===== src/common/dcp_pkg.sv =====
package dcp_pkg;

	// Clock rate and timing figures.
	localparam int SYS_CLK_MHZ = 50;
	localparam int PLL_LOCK_TIME_US = 1000;
	localparam int PLL_LOCK_CYCLES = PLL_LOCK_TIME_US * SYS_CLK_MHZ;

	// Channel count and register word width.
	localparam int NUM_CH = 4;
	localparam int REG_W = 24;

	// Register addresses.
	localparam logic [7:0] ADDR_CHANNEL_SELECT = 8'h00;
	localparam logic [7:0] ADDR_GLOBAL_FUNCTION = 8'h01;
	localparam logic [7:0] ADDR_CHANNEL_FUNCTION = 8'h03;
	localparam logic [7:0] ADDR_CLOCK_STATUS = 8'h20;

	// Channel select register layout: enables sit in the upper nibble.
	localparam int CSR_EN_LSB = 4;
	localparam logic [3:0] CSR_EN_RESET = 4'hf;

	// Global function register layout.
	localparam int FR_VCO_HIGH_BIT = 23;
	localparam int FR_MULT_LSB = 18;
	localparam int FR_MULT_W = 5;
	localparam int FR_CLK_IN_PD_BIT = 7;
	localparam int FR_FULL_PD_SEL_BIT = 6;
	localparam logic [23:0] FR_RESET = 24'h000000;
	localparam logic [4:0] MULT_MIN = 5'h04;
	localparam logic [4:0] MULT_MAX = 5'h14;
	localparam logic [4:0] MULT_BYPASS = 5'h01;

	// Channel function register layout.
	localparam int CF_SCALE_LSB = 8;
	localparam int CF_DIG_PD_BIT = 7;
	localparam int CF_DAC_PD_BIT = 6;
	localparam logic [23:0] CF_RESET = 24'h000300;

	// Full-scale current codes.
	localparam logic [1:0] SCALE_FULL = 2'h3;
	localparam logic [1:0] SCALE_HALF = 2'h1;
	localparam logic [1:0] SCALE_QUARTER = 2'h2;

	// Clock status register bits.
	localparam int ST_LOCKING_BIT = 0;
	localparam int ST_PLL_EN_BIT = 1;
	localparam int ST_FULL_PD_BIT = 2;
	localparam int ST_FAST_PD_BIT = 3;

	// Per-channel analog and digital controls.
	typedef struct packed {
		logic [1:0] scale_code;
		logic [1:0] scale_shift;
		logic dig_pd;
		logic dac_pd;
		logic clk_pd;
	} dcp_chan_out_type;

	// Right shift of the reference current for a scaling code.
	function automatic logic [1:0] dcp_scale_shift(input logic [1:0] code);
		logic [1:0] sh;
		sh = 2'h3;
		if (code == SCALE_FULL) begin
			sh = 2'h0;
		end else if (code == SCALE_HALF) begin
			sh = 2'h1;
		end else if (code == SCALE_QUARTER) begin
			sh = 2'h2;
		end
		return sh;
	endfunction

endpackage


===== src/hdl/dcp_channel.sv =====
`timescale 1ns/10ps
module dcp_channel import dcp_pkg::*; (
	input wire logic i_sys_clk,
	input wire logic i_nrst,
	input wire logic i_wr_en,
	input wire logic [REG_W-1:0] i_wr_data,
	input wire logic i_ext_sleep,
	input wire logic i_full_pd,
	input wire logic i_clk_in_pd,
	output logic [REG_W-1:0] o_cfg,
	output dcp_chan_out_type o_out
);

	typedef struct packed {
		logic [REG_W-1:0] cfg;
		dcp_chan_out_type out;
	} dcp_chan_state_type;

	dcp_chan_state_type st;
	dcp_chan_state_type next_st;

	// Outputs follow the stored word one cycle later, so a write and a pin
	// change both settle before the analog controls move.
	always_comb begin
		next_st = st;
		if (i_wr_en) begin
			next_st.cfg = i_wr_data;
		end
		next_st.out.scale_code = st.cfg[CF_SCALE_LSB +: 2];
		next_st.out.scale_shift = dcp_scale_shift(st.cfg[CF_SCALE_LSB +: 2]);
		if (i_ext_sleep) begin
			// Software bits are don't care while the pin is high.
			next_st.out.dig_pd = 1'b1;
			next_st.out.dac_pd = i_full_pd;
			next_st.out.clk_pd = i_full_pd;
		end else begin
			next_st.out.dig_pd = st.cfg[CF_DIG_PD_BIT];
			next_st.out.dac_pd = st.cfg[CF_DAC_PD_BIT];
			next_st.out.clk_pd = i_clk_in_pd;
		end
	end

	// State register with synchronous reset.
	always_ff @(posedge i_sys_clk) begin
		if (!i_nrst) begin
			st.cfg <= CF_RESET;
			st.out <= '0;
		end else begin
			st <= next_st;
		end
	end

	assign o_cfg = st.cfg;
	assign o_out = st.out;

endmodule


===== src/hdl/dcp_top.sv =====
`timescale 1ns/10ps
// Overview of operation
// Multiplier field of 4 to 20 enables the multiplier with that factor.
// Field below 4 or above 20 bypasses the multiplier, factor one.
// System clock equals reference rate times the programmed factor.
// Host waits about 1 ms for lock after enabling or changing.
// Output 100 to 500 MHz; gain range bit resets low, host sets it.
// Mode pin high enables crystal oscillator, low the input buffer.
// Two-bit code scales each DAC: full, half, quarter, eighth.
// Per-channel software bits power down clock input, DAC and logic; the clock-input bit here is the single global bit 7.
// External sleep pin high makes software power-down bits don't care.
// Pin high, select 0: only digital logic powered down, analog runs.
// Pin high, select 1: everything powered down including multiplier.
// Pin low: software power-down bits govern the power state.
// Bypassed multiplier is shut down to save power.
// Power-down value 1 means low power, 0 means powered up.
// Scaling and power-down fields live in channel function register.
// Channel enables act at once, steering shared-register writes.
// Global clock-input power-down bit behaves like channel bits.
module dcp_top import dcp_pkg::*; #(
	parameter int LOCK_CYCLES = PLL_LOCK_CYCLES
) (
	input wire logic i_sys_clk,
	input wire logic i_nrst,
	input wire logic i_wr_en,
	input wire logic [7:0] i_wr_addr,
	input wire logic [REG_W-1:0] i_wr_data,
	input wire logic i_rd_en,
	input wire logic [7:0] i_rd_addr,
	input wire logic i_clk_mode_sel,
	input wire logic i_external_sleep_pin,
	output logic [REG_W-1:0] o_rd_data,
	output logic o_pll_enable,
	output logic [FR_MULT_W-1:0] o_pll_factor,
	output logic o_pll_powerdown,
	output logic o_pll_locking,
	output logic o_vco_high_range,
	output logic o_xtal_osc_enable,
	output logic o_ref_buffer_enable,
	output logic o_dac_bias_powerdown,
	output logic o_fast_powerdown,
	output logic o_full_powerdown,
	output dcp_chan_out_type [NUM_CH-1:0] o_chan
);

	// The counter is wide enough to hold the whole settle time.
	localparam int LCW = $clog2(LOCK_CYCLES + 1);

	// A lock wait shorter than one cycle cannot be counted.
	if (LOCK_CYCLES < 1) begin : g_bad_lock
		$error("LOCK_CYCLES must be at least one");
	end

	// Lock timer is either idle or counting down the settle time.
	typedef enum logic [0:0] {
		LOCK_IDLE,
		LOCK_WAIT
	} dcp_lock_type;

	// All top-level registered state in one word; every output but o_chan is a flop of it, so
	// no analog control ever sees a combinational glitch.
	typedef struct packed {
		logic [NUM_CH-1:0] chan_en;
		logic [REG_W-1:0] fr;
		dcp_lock_type lock_st;
		logic [LCW-1:0] lock_cnt;
		logic [REG_W-1:0] rd_data;
		logic pll_en;
		logic [FR_MULT_W-1:0] pll_factor;
		logic pll_pd;
		logic vco_high;
		logic xtal_en;
		logic refbuf_en;
		logic bias_pd;
		logic fast_pd;
		logic full_pd;
	} dcp_state_type;

	dcp_state_type st;
	dcp_state_type next_st;
	// Stored channel words, the word a read returns, the multiplier field.
	logic [REG_W-1:0] chan_cfg [NUM_CH];
	logic [REG_W-1:0] sel_cfg;
	logic [FR_MULT_W-1:0] mult;
	logic mult_in_range;

	// Channel instances; each takes a shared-address write only while its
	// enable bit is set.
	for (genvar g = 0; g < NUM_CH; g++) begin : g_chan
		dcp_channel u_chan (
			.i_sys_clk(i_sys_clk),
			.i_nrst(i_nrst),
			.i_wr_en(i_wr_en && (i_wr_addr == ADDR_CHANNEL_FUNCTION)
				&& st.chan_en[g]),
			.i_wr_data(i_wr_data),
			.i_ext_sleep(i_external_sleep_pin),
			.i_full_pd(st.full_pd),
			.i_clk_in_pd(st.fr[FR_CLK_IN_PD_BIT]),
			.o_cfg(chan_cfg[g]),
			.o_out(o_chan[g])
		);
	end

	// A read of the shared address returns the lowest enabled channel.
	always_comb begin
		sel_cfg = '0;
		for (int i = NUM_CH - 1; i >= 0; i--) begin
			if (st.chan_en[i]) begin
				sel_cfg = chan_cfg[i];
			end
		end
	end

	// Out-of-range values are legal to write; they simply select bypass.
	assign mult = st.fr[FR_MULT_LSB +: FR_MULT_W];
	assign mult_in_range = (mult >= MULT_MIN) && (mult <= MULT_MAX);

	// Register writes, read data, clock and power decode, lock timer.
	always_comb begin
		next_st = st;
		if (i_wr_en) begin
			if (i_wr_addr == ADDR_CHANNEL_SELECT) begin
				next_st.chan_en = i_wr_data[CSR_EN_LSB +: NUM_CH];
			end else if (i_wr_addr == ADDR_GLOBAL_FUNCTION) begin
				next_st.fr = i_wr_data;
			end
		end

		// Unmapped addresses read as zero.
		if (i_rd_en) begin
			next_st.rd_data = '0;
			if (i_rd_addr == ADDR_CHANNEL_SELECT) begin
				next_st.rd_data[CSR_EN_LSB +: NUM_CH] = st.chan_en;
			end else if (i_rd_addr == ADDR_GLOBAL_FUNCTION) begin
				next_st.rd_data = st.fr;
			end else if (i_rd_addr == ADDR_CHANNEL_FUNCTION) begin
				next_st.rd_data = sel_cfg;
			end else if (i_rd_addr == ADDR_CLOCK_STATUS) begin
				next_st.rd_data[ST_LOCKING_BIT] = (st.lock_st == LOCK_WAIT);
				next_st.rd_data[ST_PLL_EN_BIT] = st.pll_en;
				next_st.rd_data[ST_FULL_PD_BIT] = st.full_pd;
				next_st.rd_data[ST_FAST_PD_BIT] = st.fast_pd;
			end
		end

		// The pin decides first; the select bit only picks how deep.
		next_st.full_pd = i_external_sleep_pin
			&& st.fr[FR_FULL_PD_SEL_BIT];
		next_st.fast_pd = i_external_sleep_pin
			&& !st.fr[FR_FULL_PD_SEL_BIT];
		next_st.bias_pd = next_st.full_pd;
		next_st.vco_high = st.fr[FR_VCO_HIGH_BIT];

		// Bypass passes the reference straight through at factor one.
		next_st.pll_en = mult_in_range && !next_st.full_pd;
		next_st.pll_factor = mult_in_range ? mult : MULT_BYPASS;
		next_st.pll_pd = !next_st.pll_en;

		// The oscillator dies in full power-down; the buffer also follows
		// the global clock-input bit while the pin is low.
		next_st.xtal_en = i_clk_mode_sel && !next_st.full_pd;
		next_st.refbuf_en = !i_clk_mode_sel && !next_st.full_pd
			&& (i_external_sleep_pin
			|| !st.fr[FR_CLK_IN_PD_BIT]);

		// Lock wait restarts on every enable or factor change, so a host
		// that polls the status never trusts a half-settled loop.
		case (st.lock_st)
			LOCK_IDLE: begin
				if (next_st.pll_en && (!st.pll_en
					|| next_st.pll_factor != st.pll_factor)) begin
					next_st.lock_st = LOCK_WAIT;
					next_st.lock_cnt = LCW'(LOCK_CYCLES - 1);
				end
			end
			LOCK_WAIT: begin
				if (!next_st.pll_en) begin
					next_st.lock_st = LOCK_IDLE;
					next_st.lock_cnt = '0;
				end else if (next_st.pll_factor != st.pll_factor) begin
					next_st.lock_cnt = LCW'(LOCK_CYCLES - 1);
				end else if (st.lock_cnt == '0) begin
					next_st.lock_st = LOCK_IDLE;
				end else begin
					next_st.lock_cnt = st.lock_cnt - 1'b1;
				end
			end
			// Unreachable with two states; a corrupted code falls back idle.
			default: begin
				next_st.lock_st = LOCK_IDLE;
			end
		endcase
	end

	// State register with synchronous reset; the gain range resets low.
	always_ff @(posedge i_sys_clk) begin
		if (!i_nrst) begin
			st <= '0;
			st.chan_en <= CSR_EN_RESET;
			st.fr <= FR_RESET;
			st.lock_st <= LOCK_IDLE;
			// Bypass at factor one, multiplier held down until written.
			st.pll_factor <= MULT_BYPASS;
			st.pll_pd <= 1'b1;
		end else begin
			st <= next_st;
		end
	end

	// Outputs are plain copies of the state flops.
	assign o_rd_data = st.rd_data;
	assign o_pll_enable = st.pll_en;
	assign o_pll_factor = st.pll_factor;
	assign o_pll_powerdown = st.pll_pd;
	assign o_pll_locking = (st.lock_st == LOCK_WAIT);
	assign o_vco_high_range = st.vco_high;
	assign o_xtal_osc_enable = st.xtal_en;
	assign o_ref_buffer_enable = st.refbuf_en;
	assign o_dac_bias_powerdown = st.bias_pd;
	assign o_fast_powerdown = st.fast_pd;
	assign o_full_powerdown = st.full_pd;

endmodule


===== config.mk =====
export PLATFORM = sky130hd
export DESIGN_NAME = dcp_top
export DESIGN_NICKNAME = d
export VERILOG_FILES = /design/src/common/dcp_pkg.sv /design/src/hdl/dcp_channel.sv /design/src/hdl/dcp_top.sv
export SDC_FILE = /design/constraint.sdc
export NUM_CORES = 1
export LEC_CHECK = 0
export BUFFER_PORTS_ARGS = -buffer_cell sky130_fd_sc_hd__buf_2
export CELL_PAD_IN_SITES_DETAIL_PLACEMENT = 1
export CELL_PAD_IN_SITES_GLOBAL_PLACEMENT = 1
export CORE_MARGIN = 5
export CORE_UTILIZATION = 40
export DETAILED_ROUTE_END_ITERATION = 7
export PLACE_DENSITY = 0.7
export SLEW_MARGIN = 15
export SYNTH_ARGS = -nofsm -noshare
export SYNTH_HDL_FRONTEND = slang
export SYNTH_HIERARCHICAL = 1
export SYNTH_SLANG_ARGS = --single-unit

===== constraint.sdc =====
create_clock -name i_sys_clk -period 3.9 [get_ports i_sys_clk]
set_input_delay 0.78 -clock i_sys_clk [delete_from_list [all_inputs] [get_ports i_sys_clk]]
set_output_delay 0.78 -clock i_sys_clk [all_outputs]
set_load 0.005 [all_outputs]

==> impl_metrics.yaml <==
status:
  status: "completed"
sta:
  final-setup-viol-count: 0
  period_minus_slack_ps: 2634
  slew_headroom_pct: 41.43
  skew_ps: 7.574
  rsz0062_at_grt: "no"
  slew_violations: 0
  setup_tns_ps: 0
  tightest_slew_ps: 878.5
  max_freq_mhz: 379.6
  period_share_pct: 67.55
  finalHoldViolations: 0
  hold_ws_ps: 441.6
layout:
  regArea_um2: 4104
  multiInputGateArea_um2: 4410
  area_growth_pct: 11.67
  drive_gt1_share_pct: 17.08
  nFillCells: 2670
  antennaDiodeCount: 0
  final_nets: 1109
power_and_ir_drop:
  p_sw_share_pct: 22.39
  p_comb_share_pct: 4.0
  internal-power_uw: 3405
  power_density_nw_per_um2: 422.3
  p_switching_uw: 982.5
  power_frac_seq_pct: 48.2
  max-vdd-ir-drop_mv: 0.2505
  clkPwrFrac_pct: 47.8
  p_leak_uw: 0.003803
logic_synthesis:
  synth_area_leader_cell: "dfxtp_1"
  yosys.cell_count.top_type: "dfxtp_1"
  ys_seq_elements: 205
  synth_edf_count: 0
  syn-cell-area_um2: 9303
  synth_common_cells: "dfxtp_1 (205), mux2i_1 (104), nor2b_1 (104)"
  yosys_most_used_dff: "dfxtp_1"
  synth_cell_types: 65
  yosysWarnings: 6
  synth_cells: 1018
  syn_nets: 1066
  syn_area_per_cell_um2: 9.138
  seq_area_frac_synth_pct: 44.12
  synth_area_leaders: "dfxtp_1 (44%), mux2i_1 (11%), nor2b_1 (7.0%)"
  async_flop_share_pct: 0
  yosysTopAreaCellShare_pct: 44.12
floorplan:
  chipWidth_um: 162.5
  rows: 55
  die_h_um: 162.5
  pin_count: 112
  initial_core_util_pct: 40.84
  core-area_um2: 22780
  dieArea_um2: 26410
drt:
  routed_wl_um: 25670
  drt-pass1-iter-count: 4
  drtIter0Drc: 381
  ant_nets: 0
  dr_total_vias: 7323
  post_drt_wl_per_cell_um: 18.47
  drc: 0
  via_per_inst: 5.268
global_routing:
  grt_max_degree: 76
  grt_pass1_wl_um: 40950
  antenna_found_initial: 1
  overflow: 0
  grt_usage_pct: 18.89
  grt_pass1_vias: 7481
hold_path:
  whs_path_depth: 2
  holdCritPathClass: "in -> reg"
setup_path:
  arrival_ps: 3030
  cp_max_fo: 19
  crit_path_end_kind: "flip-flop"
  cp_data_required_time_ps: 4300
  crit_path_start_kind: "flip-flop"
  critPathKind: "reg -> reg"
  ff2ff_path_depth: 7
placement:
  io_buffer_count: 111
  dp_hpwl_um: 16990
  place.gp.congestion: 0.7479
flow_run:
  max-cap-violations: 0
cts:
  cts_buffers: 24
  cts_resized: 0
  cts_root_buf: "clkbuf_16"
  hold_buffers: 0
  cts_max_level: 1
  clock_path_buffers: 3
  insertion_delay_ps: 520
  cts.sinks: 205
  path_clk_slew_ps: 60
  post_cts_buffers: 0
  cts_tree: "yes"
cell families after synthesis:
kind of cell	Yosys count	share of synthesized area, %
AO/OA/AOI/OAI	188	13.92
adder cells (fa/ha/maj)	2	0.2690
buffers and inverters	128	8.796
flip-flops	205	44.12
multiplexers	104	11.19
AND/OR/NAND/NOR	391	21.71
cell usage in the layout, fill, tap and decap left out, drive strengths merged, types with 7 or more instances in the layout:
cell type and n:
inv 16, and2 12, mux2i 104, nand2b 12, nor2b 104, buf 128, and3 7, a211oi 17
nor3 35, a221oi 25, nand2 90, o21ai 21, nor4 7, dfxtp 205, nand3 11, or3 7
a21boi 8, clkbuf 39, nor2 88, a21oi 68, a221o 7
per-layer routing:
layer  vias to the layer above  GRT usage, %  wire length, µm
met5                         -             0               15
met4                         2         4.498              446
met3                        28         3.392             1123
met2                       130         30.73            11740
met1                      3585         26.13            12340
li1                       3578             -                -
power groups by stage:
stage	sequential (µW)	combinational, µW	clock [µW]
2_1_floorplan	2160	91.9	0
5_1_grt	2110	192	2240
3_3_place_gp	2160	174	0
3_5_place_dp	2160	176	0
6_report	2110	176	2100
4_1_cts	2110	177	2150
flip-flops by register name, summed over array words and instances (netlist names), 5 cells and up:
signal / flops
o_pll_factor: 5
st: 38
g_chan.u_chan/o_cfg: 96
g_chan.u_chan/o_out: 28
mult: 5
o_rd_data: 24
worst max-delay path: stages, from the launching register on:
cell and delay (ps):
dfxtp_1 690, nand2b_1 160, or3_1 360, and2_4 180, nor4b_4 140, a211oi_4 510, nor2_4 100, a221o_1 370
path summary, 6_finish.rpt:
kind | from | to | slack [ps]
worst max-delay path | mult[4] | st[44] | 1270
worst min-delay path | i_clk_mode_sel | o_ref_buffer_enable | 440
worst max register to register | mult[4] | st[44] | 1270
worst min register to register | st[57] | st[57] | 450
metrics by stage:
step | setup WS [ps] | total power [µW] | cells | area, µm² | util (%)
finish | 1266 | 4387 | 1390 | 10390 | 45.61
global route | 1084 | 4544 | 1390 | 10390 | 45.61
CTS | 1236 | 4440 | 1390 | 10390 | 45.60
detailed placement | 880.2 | 2334 | 1348 | 9653 | 42.38
global placement | 995.9 | 2332 | 1348 | 9653 | 42.38
floorplan | 1694 | 2251 | 1018 | 9303 | -
layout make-up:
| cell class | count | share of cell area, % |
|---|---|---|
| flip-flops and latches | 205 | 39.50 |
| multi-input cells | 685 | 42.45 |
| inverters | 17 | 0.6142 |
| repair buffers | 128 | 6.600 |
| well taps | 313 | 3.770 |
| clock inverters | 3 | 0.2529 |
| clock buffers | 39 | 6.805 |
Note: power is estimated with default switching activity, not from simulation.
